$ cat src/verilog/mic_pkg.sv
// constants of the interrupt unit: source counts, register map, fields, reset values
`default_nettype none
package mic_pkg;
  // source layout
  localparam int NUM_PERIPH = 76;
  localparam int NUM_PIN = 6;
  localparam int PIN_BASE = 76;
  localparam int SW_SRC = 82;
  localparam int NUM_SRC = 83;
  localparam int NUM_XFER = 52;
  localparam int NUM_XFER_PERIPH = 45;
  localparam int VEC_W = 7;
  localparam int PRIO_W = 4;
  localparam int NUM_FILT = 7;
  localparam int NM_FILT = 6;

  // register offsets, byte addresses
  localparam logic [7:0] OFF_SRC_SEL = 8'h00;
  localparam logic [7:0] OFF_SRC_CFG = 8'h04;
  localparam logic [7:0] OFF_FAST_SEL = 8'h08;
  localparam logic [7:0] OFF_SW_TRIG = 8'h0c;
  localparam logic [7:0] OFF_PIN_MODE = 8'h10;
  localparam logic [7:0] OFF_PIN_FILT_EN = 8'h14;
  localparam logic [7:0] OFF_PIN_FILT_CLK = 8'h18;
  localparam logic [7:0] OFF_NM_STATUS = 8'h1c;
  localparam logic [7:0] OFF_NM_ENABLE = 8'h20;
  localparam logic [7:0] OFF_NM_CLEAR = 8'h24;
  localparam logic [7:0] OFF_NM_FILT_EN = 8'h28;
  localparam logic [7:0] OFF_NM_FILT_CLK = 8'h2c;
  localparam logic [7:0] OFF_NM_EDGE = 8'h30;
  localparam logic [7:0] OFF_EVT_STATUS = 8'h34;
  localparam logic [7:0] OFF_EVT_MASK = 8'h38;
  localparam logic [7:0] OFF_CPU_STATE = 8'h3c;

  // source config and fast select word fields
  localparam int CFG_PRIO_LSB = 0;
  localparam int CFG_EN_BIT = 4;
  localparam int CFG_XFER_BIT = 5;
  localparam int CFG_PEND_BIT = 6;
  localparam int FAST_VALID_BIT = 7;

  // nonmask status / enable / clear bits
  localparam int NM_W = 5;
  localparam int NM_PIN_BIT = 0;
  localparam int NM_OSC_BIT = 1;
  localparam int NM_WDOG_BIT = 2;
  localparam int NM_VMON1_BIT = 3;
  localparam int NM_VMON2_BIT = 4;

  // event status bits: pins 0..5, software, nonmask
  localparam int EVT_W = 8;
  localparam int EVT_SW_BIT = 6;
  localparam int EVT_NM_BIT = 7;

  // pin detection modes
  localparam logic [1:0] MODE_LOW = 2'h0;
  localparam logic [1:0] MODE_FALL = 2'h1;
  localparam logic [1:0] MODE_RISE = 2'h2;
  localparam logic [1:0] MODE_BOTH = 2'h3;

  // filter: agreeing samples and sampling divider masks
  localparam int FILT_SAMPLES = 3;
  localparam int DIV_W = 6;
  localparam logic [5:0] DIV_MASK_1 = 6'h07;
  localparam logic [5:0] DIV_MASK_2 = 6'h1f;
  localparam logic [5:0] DIV_MASK_3 = 6'h3f;

  // reset values
  localparam logic [11:0] PIN_MODE_RST = 12'h000;
  localparam logic [NM_W-1:0] NM_EN_RST = 5'h00;
  localparam logic [EVT_W-1:0] EVT_MASK_RST = 8'h00;
  localparam logic [PRIO_W-1:0] PRIO_RST = 4'h0;
endpackage
`default_nettype wire

$ cat src/verilog/mic_interrupt_unit.sv
// interrupt unit: source detection, pin filters, priority, nonmask logic, wakeup
//
// Notes on behaviour
// - 76 peripheral sources; edge or level fixed per source by parameter.
// - six pins, each low level, falling, rising or both edges.
// - each pin has an enable switching a digital filter in.
// - each pin filter has a two-bit sampling clock select.
// - any write to the trigger register raises the software source.
// - per-source priority decides which pending request goes to the CPU.
// - at most one source can be marked for the fast path.
// - 45 peripheral, six pin and the software source can go to transfers.
// - nonmask pin raises on falling or rising edge, as selected.
// - nonmask pin filter has its own enable and clock select.
// - main oscillator stop raises a nonmask interrupt.
// - watchdog underflow or refresh error raises a nonmask interrupt.
// - watchdog, monitor 1 and 2 flags each have a clear bit.
// - watchdog, monitor 1 and 2 request only when enabled.
// - separate nonmask interrupts for voltage monitors one and two.
// - in sleep any nonmask or other interrupt starts the return.
// - in standby only nonmask or pin interrupts start the return.
//
// Decided for this implementation: the address map and the Wishbone slave port.
`default_nettype none
module mic_interrupt_unit #(
  parameter logic [mic_pkg::NUM_PERIPH-1:0] PERIPH_EDGE = '0
) (
  // clock and reset
  input wire logic clk_i,
  input wire logic rst_i,
  // wishbone slave
  input wire logic wb_cyc_i,
  input wire logic wb_stb_i,
  input wire logic wb_we_i,
  input wire logic [7:0] wb_adr_i,
  input wire logic [3:0] wb_sel_i,
  input wire logic [31:0] wb_dat_i,
  output logic [31:0] wb_dat_o,
  output logic wb_ack_o,
  // interrupt sources
  input wire logic [mic_pkg::NUM_PERIPH-1:0] periph_req_i,
  input wire logic [mic_pkg::NUM_PIN-1:0] ext_pin_i,
  input wire logic nonmask_pin_i,
  input wire logic osc_stop_i,
  input wire logic wdog_event_i,
  input wire logic vmon1_event_i,
  input wire logic vmon2_event_i,
  // cpu side
  output logic cpu_irq_o,
  output logic [mic_pkg::VEC_W-1:0] cpu_vec_o,
  output logic [mic_pkg::PRIO_W-1:0] cpu_lvl_o,
  output logic cpu_fast_o,
  input wire logic cpu_ack_i,
  output logic cpu_nmi_o,
  // transfer controller side
  output logic [mic_pkg::NUM_XFER-1:0] xfer_req_o,
  input wire logic [mic_pkg::NUM_XFER-1:0] xfer_ack_i,
  // power modes
  input wire logic sleep_i,
  input wire logic standby_i,
  output logic wake_o,
  // block interrupt
  output logic irq_o
);
  localparam int NS = mic_pkg::NUM_SRC;

  // source number served by transfer request j
  function automatic int xfer_src(input int j);
    xfer_src = (j < mic_pkg::NUM_XFER_PERIPH) ? j : j + (mic_pkg::PIN_BASE - mic_pkg::NUM_XFER_PERIPH);
  endfunction

  function automatic logic xfer_ok(input int k);
    xfer_ok = (k < mic_pkg::NUM_XFER_PERIPH) || (k >= mic_pkg::PIN_BASE);
  endfunction

  // sampling strobe for a filter clock select
  function automatic logic filt_tick(input logic [1:0] sel, input logic [5:0] cnt);
    case (sel)
      2'h0: filt_tick = 1'b1;
      2'h1: filt_tick = (cnt & mic_pkg::DIV_MASK_1) == 6'h00;
      2'h2: filt_tick = (cnt & mic_pkg::DIV_MASK_2) == 6'h00;
      default: filt_tick = (cnt & mic_pkg::DIV_MASK_3) == 6'h00;
    endcase
  endfunction

  // byte-lane merge for registers up to 16 bits
  function automatic logic [15:0] merge(input logic [15:0] old, input logic [31:0] d,
                                        input logic [3:0] sel);
    merge = {sel[1] ? d[15:8] : old[15:8], sel[0] ? d[7:0] : old[7:0]};
  endfunction

  // registers
  logic [mic_pkg::VEC_W-1:0] src_sel_r;
  logic [mic_pkg::PRIO_W-1:0] prio_r [NS];
  logic [NS-1:0] ien_r;
  logic [NS-1:0] xen_r;
  logic [7:0] fast_r;
  logic [11:0] pin_mode_r;
  logic [mic_pkg::NUM_PIN-1:0] pin_fen_r;
  logic [11:0] pin_fclk_r;
  logic [mic_pkg::NM_W-1:0] nm_stat_r;
  logic [mic_pkg::NM_W-1:0] nm_en_r;
  logic nm_fen_r;
  logic [1:0] nm_fclk_r;
  logic nm_rise_r;
  logic [mic_pkg::EVT_W-1:0] evt_stat_r;
  logic [mic_pkg::EVT_W-1:0] evt_mask_r;
  logic [NS-1:0] pend_r;
  logic [mic_pkg::NUM_PERIPH-1:0] periph_prev_r;
  logic [mic_pkg::DIV_W-1:0] div_r;
  logic [mic_pkg::FILT_SAMPLES-1:0] hist_r [mic_pkg::NUM_FILT];
  logic [mic_pkg::NUM_FILT-1:0] filt_r;
  logic [mic_pkg::NUM_FILT-1:0] lvl_prev_r;
  logic ack_r;
  logic [31:0] rdata_r;
  logic irq_r;
  logic [mic_pkg::VEC_W-1:0] vec_r;
  logic [mic_pkg::PRIO_W-1:0] lvl_r;
  logic fast_out_r;

  // bus decode
  wire req = wb_cyc_i & wb_stb_i;
  wire wr_stb = req & wb_we_i & ack_r;
  wire [5:0] word = wb_adr_i[7:2];
  wire hit_sel = word == mic_pkg::OFF_SRC_SEL[7:2];
  wire hit_cfg = word == mic_pkg::OFF_SRC_CFG[7:2];
  wire hit_fast = word == mic_pkg::OFF_FAST_SEL[7:2];
  wire hit_sw = word == mic_pkg::OFF_SW_TRIG[7:2];
  wire hit_mode = word == mic_pkg::OFF_PIN_MODE[7:2];
  wire hit_pfen = word == mic_pkg::OFF_PIN_FILT_EN[7:2];
  wire hit_pfclk = word == mic_pkg::OFF_PIN_FILT_CLK[7:2];
  wire hit_nmst = word == mic_pkg::OFF_NM_STATUS[7:2];
  wire hit_nmen = word == mic_pkg::OFF_NM_ENABLE[7:2];
  wire hit_nmclr = word == mic_pkg::OFF_NM_CLEAR[7:2];
  wire hit_nmfen = word == mic_pkg::OFF_NM_FILT_EN[7:2];
  wire hit_nmfclk = word == mic_pkg::OFF_NM_FILT_CLK[7:2];
  wire hit_nmedge = word == mic_pkg::OFF_NM_EDGE[7:2];
  wire hit_evst = word == mic_pkg::OFF_EVT_STATUS[7:2];
  wire hit_evmk = word == mic_pkg::OFF_EVT_MASK[7:2];
  wire hit_cpu = word == mic_pkg::OFF_CPU_STATE[7:2];
  wire sel_ok = src_sel_r < mic_pkg::VEC_W'(NS);
  wire [15:0] wmerge_fast = merge({8'h00, fast_r}, wb_dat_i, wb_sel_i);
  wire [15:0] wmerge_mode = merge({4'h0, pin_mode_r}, wb_dat_i, wb_sel_i);
  wire [15:0] wmerge_pfclk = merge({4'h0, pin_fclk_r}, wb_dat_i, wb_sel_i);
  wire [7:0] wlo = wb_sel_i[0] ? wb_dat_i[7:0] : 8'h00;
  wire wr_cfg = wr_stb & hit_cfg & sel_ok & wb_sel_i[0];
  wire [mic_pkg::NM_W-1:0] nm_clr = (wr_stb & hit_nmclr) ? wlo[mic_pkg::NM_W-1:0] : '0;
  wire [mic_pkg::EVT_W-1:0] evt_clr = (wr_stb & hit_evst) ? wlo : '0;
  wire sw_set = wr_stb & hit_sw;

  // filters: pins 0..5 then the nonmask pin
  wire [mic_pkg::NUM_FILT-1:0] raw = {nonmask_pin_i, ext_pin_i};
  wire [mic_pkg::NUM_FILT-1:0] fen = {nm_fen_r, pin_fen_r};
  wire [2*mic_pkg::NUM_FILT-1:0] fclk_all = {nm_fclk_r, pin_fclk_r};
  logic [mic_pkg::NUM_FILT-1:0] tick;
  logic [mic_pkg::NUM_FILT-1:0] lvl;
  always_comb begin
    for (int i = 0; i < mic_pkg::NUM_FILT; i++) begin
      tick[i] = filt_tick(fclk_all[2*i +: 2], div_r);
      lvl[i] = fen[i] ? filt_r[i] : raw[i];
    end
  end
  wire [mic_pkg::NUM_FILT-1:0] rise = lvl & ~lvl_prev_r;
  wire [mic_pkg::NUM_FILT-1:0] fall = ~lvl & lvl_prev_r;

  // source detection
  logic [NS-1:0] src_edge;
  logic [NS-1:0] src_set;
  logic [NS-1:0] src_lvl;
  logic [mic_pkg::NUM_PIN-1:0] pin_hit;
  always_comb begin
    // peripheral edge or level per parameter
    src_edge[mic_pkg::NUM_PERIPH-1:0] = PERIPH_EDGE;
    src_set[mic_pkg::NUM_PERIPH-1:0] = PERIPH_EDGE & periph_req_i & ~periph_prev_r;
    src_lvl[mic_pkg::NUM_PERIPH-1:0] = periph_req_i;
    for (int p = 0; p < mic_pkg::NUM_PIN; p++) begin
      case (pin_mode_r[2*p +: 2])
        mic_pkg::MODE_LOW: pin_hit[p] = 1'b0;
        mic_pkg::MODE_FALL: pin_hit[p] = fall[p];
        mic_pkg::MODE_RISE: pin_hit[p] = rise[p];
        default: pin_hit[p] = rise[p] | fall[p];
      endcase
      src_edge[mic_pkg::PIN_BASE+p] = pin_mode_r[2*p +: 2] != mic_pkg::MODE_LOW;
      src_set[mic_pkg::PIN_BASE+p] = pin_hit[p];
      src_lvl[mic_pkg::PIN_BASE+p] = ~lvl[p];
    end
    src_edge[mic_pkg::SW_SRC] = 1'b1;
    src_set[mic_pkg::SW_SRC] = sw_set;
    src_lvl[mic_pkg::SW_SRC] = 1'b0;
  end

  wire [NS-1:0] active = (src_edge & pend_r) | (~src_edge & src_lvl);

  // acknowledge clears of edge pending flags
  logic [NS-1:0] pend_clr;
  always_comb begin
    pend_clr = '0;
    if (cpu_ack_i && irq_r) begin
      pend_clr[vec_r] = 1'b1;
    end
    for (int j = 0; j < mic_pkg::NUM_XFER; j++) begin
      pend_clr[xfer_src(j)] = pend_clr[xfer_src(j)] | xfer_ack_i[j];
    end
  end

  always_comb begin
    for (int j = 0; j < mic_pkg::NUM_XFER; j++) begin
      xfer_req_o[j] = active[xfer_src(j)] & ien_r[xfer_src(j)] & xen_r[xfer_src(j)];
    end
  end

  // highest priority wins, lowest number on a tie
  logic [NS-1:0] elig;
  logic [mic_pkg::PRIO_W-1:0] best_lvl;
  logic [mic_pkg::VEC_W-1:0] best_vec;
  always_comb begin
    best_lvl = '0;
    best_vec = '0;
    for (int k = 0; k < NS; k++) begin
      elig[k] = active[k] & ien_r[k] & ~xen_r[k] & (prio_r[k] != '0);
      if (elig[k] && prio_r[k] > best_lvl) begin
        best_lvl = prio_r[k];
        best_vec = mic_pkg::VEC_W'(k);
      end
    end
  end

  // nonmask sources
  logic [mic_pkg::NM_W-1:0] nm_set;
  always_comb begin
    nm_set = '0;
    nm_set[mic_pkg::NM_PIN_BIT] = nm_rise_r ? rise[mic_pkg::NM_FILT] : fall[mic_pkg::NM_FILT];
    nm_set[mic_pkg::NM_OSC_BIT] = osc_stop_i;
    nm_set[mic_pkg::NM_WDOG_BIT] = wdog_event_i;
    nm_set[mic_pkg::NM_VMON1_BIT] = vmon1_event_i;
    nm_set[mic_pkg::NM_VMON2_BIT] = vmon2_event_i;
  end
  wire [mic_pkg::EVT_W-1:0] evt_set = {|nm_set, sw_set, pin_hit};

  // read mux
  wire [31:0] cfg_rd = sel_ok ? {25'h0, pend_r[src_sel_r], xen_r[src_sel_r], ien_r[src_sel_r],
                                 prio_r[src_sel_r]} : 32'h0;
  wire [31:0] rd_val =
    hit_sel ? {25'h0, src_sel_r} :
    hit_cfg ? cfg_rd :
    hit_fast ? {24'h0, fast_r} :
    hit_mode ? {20'h0, pin_mode_r} :
    hit_pfen ? {26'h0, pin_fen_r} :
    hit_pfclk ? {20'h0, pin_fclk_r} :
    hit_nmst ? {27'h0, nm_stat_r} :
    hit_nmen ? {27'h0, nm_en_r} :
    hit_nmfen ? {31'h0, nm_fen_r} :
    hit_nmfclk ? {30'h0, nm_fclk_r} :
    hit_nmedge ? {31'h0, nm_rise_r} :
    hit_evst ? {24'h0, evt_stat_r} :
    hit_evmk ? {24'h0, evt_mask_r} :
    hit_cpu ? {19'h0, fast_out_r, lvl_r, irq_r, vec_r} : 32'h0;

  // bus handshake and read data
  always_ff @(posedge clk_i) begin
    if (rst_i) begin
      ack_r <= 1'b0;
      rdata_r <= '0;
    end else begin
      ack_r <= req & ~ack_r;
      if (req && !ack_r) begin
        rdata_r <= rd_val;
      end
    end
  end

  // configuration registers
  always_ff @(posedge clk_i) begin
    if (rst_i) begin
      src_sel_r <= '0;
      fast_r <= '0;
      pin_mode_r <= mic_pkg::PIN_MODE_RST;
      pin_fen_r <= '0;
      pin_fclk_r <= '0;
      nm_en_r <= mic_pkg::NM_EN_RST;
      nm_fen_r <= 1'b0;
      nm_fclk_r <= '0;
      nm_rise_r <= 1'b0;
      evt_mask_r <= mic_pkg::EVT_MASK_RST;
    end else if (wr_stb) begin
      if (hit_sel && wb_sel_i[0]) src_sel_r <= wb_dat_i[mic_pkg::VEC_W-1:0];
      if (hit_fast) fast_r <= wmerge_fast[7:0];
      if (hit_mode) pin_mode_r <= wmerge_mode[11:0];
      if (hit_pfen) pin_fen_r <= wlo[mic_pkg::NUM_PIN-1:0] | (wb_sel_i[0] ? '0 : pin_fen_r);
      if (hit_pfclk) pin_fclk_r <= wmerge_pfclk[11:0];
      if (hit_nmen && wb_sel_i[0]) nm_en_r <= wb_dat_i[mic_pkg::NM_W-1:0];
      if (hit_nmfen && wb_sel_i[0]) nm_fen_r <= wb_dat_i[0];
      if (hit_nmfclk && wb_sel_i[0]) nm_fclk_r <= wb_dat_i[1:0];
      if (hit_nmedge && wb_sel_i[0]) nm_rise_r <= wb_dat_i[0];
      if (hit_evmk && wb_sel_i[0]) evt_mask_r <= wb_dat_i[mic_pkg::EVT_W-1:0];
    end
  end

  // per-source priority, enable and routing
  always_ff @(posedge clk_i) begin
    if (rst_i) begin
      ien_r <= '0;
      xen_r <= '0;
      for (int k = 0; k < NS; k++) prio_r[k] <= mic_pkg::PRIO_RST;
    end else if (wr_cfg) begin
      prio_r[src_sel_r] <= wb_dat_i[mic_pkg::CFG_PRIO_LSB +: mic_pkg::PRIO_W];
      ien_r[src_sel_r] <= wb_dat_i[mic_pkg::CFG_EN_BIT];
      xen_r[src_sel_r] <= wb_dat_i[mic_pkg::CFG_XFER_BIT] & xfer_ok(int'(src_sel_r));
    end
  end

  // pending flags, set wins over clear
  always_ff @(posedge clk_i) begin
    if (rst_i) begin
      pend_r <= '0;
      periph_prev_r <= '0;
    end else begin
      pend_r <= src_edge & (src_set | (pend_r & ~pend_clr));
      periph_prev_r <= periph_req_i;
    end
  end

  // three agreeing samples pass a new level
  always_ff @(posedge clk_i) begin
    if (rst_i) begin
      div_r <= '0;
      filt_r <= '1;
      lvl_prev_r <= '1;
      for (int i = 0; i < mic_pkg::NUM_FILT; i++) hist_r[i] <= '1;
    end else begin
      div_r <= div_r + 6'h01;
      lvl_prev_r <= lvl;
      for (int i = 0; i < mic_pkg::NUM_FILT; i++) begin
        if (tick[i]) begin
          hist_r[i] <= {hist_r[i][mic_pkg::FILT_SAMPLES-2:0], raw[i]};
          if (&{hist_r[i][mic_pkg::FILT_SAMPLES-2:0], raw[i]}) filt_r[i] <= 1'b1;
          if (~|{hist_r[i][mic_pkg::FILT_SAMPLES-2:0], raw[i]}) filt_r[i] <= 1'b0;
        end
      end
    end
  end

  // sticky nonmask and event flags, cleared by write of one
  always_ff @(posedge clk_i) begin
    if (rst_i) begin
      nm_stat_r <= '0;
      evt_stat_r <= '0;
    end else begin
      nm_stat_r <= nm_set | (nm_stat_r & ~nm_clr);
      evt_stat_r <= evt_set | (evt_stat_r & ~evt_clr);
    end
  end

  // cpu request outputs
  always_ff @(posedge clk_i) begin
    if (rst_i) begin
      irq_r <= 1'b0;
      vec_r <= '0;
      lvl_r <= '0;
      fast_out_r <= 1'b0;
    end else begin
      irq_r <= best_lvl != '0;
      vec_r <= best_vec;
      lvl_r <= best_lvl;
      // fast only for the one chosen source
      fast_out_r <= (best_lvl != '0) & fast_r[mic_pkg::FAST_VALID_BIT]
                    & (fast_r[mic_pkg::VEC_W-1:0] == best_vec);
    end
  end

  assign wb_ack_o = ack_r;
  assign wb_dat_o = rdata_r;
  assign cpu_irq_o = irq_r;
  assign cpu_vec_o = vec_r;
  assign cpu_lvl_o = lvl_r;
  assign cpu_fast_o = fast_out_r;
  assign cpu_nmi_o = |(nm_stat_r & nm_en_r);
  assign irq_o = |(evt_stat_r & evt_mask_r);

  wire pin_wake = |(active[mic_pkg::PIN_BASE +: mic_pkg::NUM_PIN]
                    & ien_r[mic_pkg::PIN_BASE +: mic_pkg::NUM_PIN]);
  assign wake_o = (sleep_i & (cpu_nmi_o | (|elig) | (|xfer_req_o)))
                | (standby_i & (cpu_nmi_o | pin_wake));
endmodule // mic_interrupt_unit
`default_nettype wire

$ cat config.mk
export PLATFORM = sky130hd
export DESIGN_NAME = mic_interrupt_unit
export DESIGN_NICKNAME = d
export VERILOG_FILES = /design/src/verilog/mic_pkg.sv /design/src/verilog/mic_interrupt_unit.sv
export SDC_FILE = /design/constraint.sdc
export NUM_CORES = 2
export LEC_CHECK = 0
export ABC_AREA = 1
export BUFFER_PORTS_ARGS = -buffer_cell sky130_fd_sc_hd__buf_2
export CAP_MARGIN = 20
export CORE_MARGIN = 3
export CORE_UTILIZATION = 60
export CTS_BUF_LIST = sky130_fd_sc_hd__clkbuf_8
export DETAILED_ROUTE_END_ITERATION = 16
export PLACE_DENSITY = 0.78
export SYNTH_ARGS = -nofsm -noshare
export SYNTH_HDL_FRONTEND = slang
export SYNTH_SLANG_ARGS = --single-unit
$ cat constraint.sdc
create_clock -name clk_i -period 119.8 [get_ports clk_i]
set_input_delay 23.96 -clock clk_i [delete_from_list [all_inputs] [get_ports clk_i]]
set_output_delay 23.96 -clock clk_i [all_outputs]
set_load 0.03 [all_outputs]
==> results.cfg <==
[run_status]
status = completed

[placed_design]
post-dp-hpwl_um = 134000
postPlaceCellArea_um2 = 56800
place_congestion = 0.984
portBuffers = 203

[global_route]
grt_first_pass_wirelength_um = 279000
grt_overflow = 0
grt_usage_pct = 38.1
grt_antenna_before_repair = 14
grt_pass1_vias = 49800
grt_max_degree = 175

[clock_tree]
cts_num_sinks = 828
numCtsBuffers = 138
insertion_delay_ps = 830
cts_max_level = 4
cts_tree = yes
clock_path_buffers = 3
ctsRootBufferMaster = clkbuf_8
clk_pin_slew_ps = 60

[pwr]
leakage_uw = 0.0270
vdd_drop_max_mv = 0.00919
powerDensity_nw_per_um2 = 10.5
totalPowerFinal_uw = 630

[synthesis]
avgSynthCellArea_um2 = 7.66
synth.cell_area_um2 = 54700
synth-seq-cells = 828
synth_edf_count = 526
synth.largest_area_cell = edfxtp_1
synthTopCellsByArea = edfxtp_1 29%, dfxtp_1 11%, nand2_1 6.8%, nand3_1 6.5%, nor2_1 6.4%
ys_async_sr_fraction_pct = 0
netlist.area_leader.share_pct = 28.9
yosysUniqueCellTypes = 59
yosysSeqAreaShare_pct = 40.0
ys_warn_count = 0
ys_dominant_reg_cell = edfxtp_1
synthCells = 7133

[floorplan]
die_h_um = 308
die_area_um2 = 94800
chipWidth_um = 308
ios = 292
num_rows = 110
coreArea_um2 = 90100
start_util_pct = 60.6

[route]
drc = 0
detail_route.wl_per_cell_um = 21.2
drt_iter0_drc = 7250
vias_per_cell = 6.15
first_pass_iters = 6
drt_wl_total_um = 186000
vias = 53771
postRouteAntennaNets = 0

[final_layout]
multi_input_area_um2 = 28800
fin_nets = 7858
fin_area_um2 = 59900
fill_cells = 7780
final_common_cell = nand2_1
regArea_um2 = 21900
syn_to_final_growth_pct = 9.58
mostFrequentLayoutCells = 992 x nand2_1, 931 x nor2_1, 894 x inv_1
finalCoreUtilization_pct = 66.5
drive_gt1_share_pct = 13.8

[timing]
skew_ps = 30.2
max_slew.worst_pin.slew_ps = 1220
slew_headroom_pct = 18.8
hold_viol = 0
drv_slew = 0
period_minus_slack_ps = 111470
setup_viol = 0
post-route-period-util_pct = 93.0
fmax_ghz = 0.00897

[run]
maxCapViolCount = 0

[critical_path]
arrival_ps = 112210
path_class = in -> reg
critPathCaptureType = flip-flop
crit_top_cell = ha_1
worst_ep_required_time_ps = 120540
cp_slowest_cell = o21ai_0
crit_fanout = 12
startpoint_type = input pin
cpPeakStageDelay_ps = 450

[worst_hold_path]
hold_path_class = reg -> reg
[sequential cells by signal, indices dropped and copies added, names as in the netlist, 2 cells and up, named ones only]
name	count
cpu_lvl_o	4
evt_stat_r	8
fast_r	8
cpu_vec_o	7
wb_dat_o	13
evt_mask_r	8
nm_stat_r	5
hist_r	14
filt_r	7
pend_r	7
xen_r	83
nm_en_r	5
ien_r	83
pin_mode_r	12
pin_fclk_r	12
div_r	6
src_sel_r	7
nm_fclk_r	2
prio_r	512
lvl_prev_r	7
[worst paths after layout]
check	from	end	slack (ps)	cells past startpoint
min reg2reg	div_r[0]	div_r[0]	450	1
max	periph_req_i[0]	cpu_fast_o	8330	640
min	div_r[0]	div_r[0]	450	1
max reg2reg	prio_r[0][1]	cpu_fast_o	31240	639
[layer usage]
layer  GRT usage (%)  share of wire (%)  wire length (um)  vias to the layer above
li1                -                  -                 -                    24952
met1            48.1                 37             68500                    24764
met2            60.7                 45             83100                     3293
met3            7.95                 12             21800                      748
met4            22.7                6.5             12200                       14
met5               0              0.057               105                        -
[final cells by class]
type | instances | area share (%)
diodes | 12 | 0.0501
clock buffers | 158 | 3.63
clock inverters | 98 | 1.18
inverters | 891 | 5.61
multi-input cells | 5316 | 48.1
flip-flops and latches | 828 | 36.5
well taps | 1176 | 2.46
repair buffers | 265 | 2.49
[cells by family after synthesis]
group	after synthesis	synth area share (%)
other	1	0.00686
buffers and inverters	1187	9.09
and+or+nand+nor	3369	29.4
AOI/OAI and AO/OA	1519	16.4
adders and majority gates	227	5.20
DFF	828	40.0
xor gates and xnor gates	2	0.0320
[power breakdown]
part | switching (uW) | internal (uW)
combinational | 32.8 | 12.3
clock | 121 | 141
sequential | 7.74 | 314
total | 162 | 468
[through the flow]
| step | std cells | hold WS (ps) | setup TNS [ps] | setup WS (ps) |
|---|---|---|---|---|
| 2_1_floorplan | 7331 | 417 | 0 | 16460 |
| 3_3_place_gp | 8467 | 431 | 0 | 7010 |
| 3_5_place_dp | 8468 | 441 | 0 | 5370 |
| 4_1_cts | 8724 | 450 | 0 | 5720 |
| 5_1_grt | 8734 | 484 | -92.6 | -92.6 |
| 6_report | 8744 | 449 | 0 | 8330 |
[worst max-delay path, delay by kind of cell]
family          cells  cell delay, ps
compound gates    141           20960
buf+inv            94            5050
simple gates      323           36210
fa+ha+maj          82           25880
[repair_timing]
action	4_1_cts	5_1_grt
endpoints found under the setup margin	0	13
hold buffers	0	0
setup buffers	0	7
gates resized for setup	0	84
[synth_stat cells, types with 50 or more instances]
library cell    n
o21ai_0       689
nand3_1       715
o41ai_1        58
o21bai_1      124
inv_1         851
dfxtp_1       302
nor3_1         52
nor2_2         98
nand2_1       994
edfxtp_1      526
a21oi_1       217
clkbuf_1      201
nor2_1        936
nand2_2       254
nor2_4         52
o22ai_1       276
nand4_1       127
ha_1          227
buf_6          50
nand2_4        61
(Power assumes the default switching activity.)
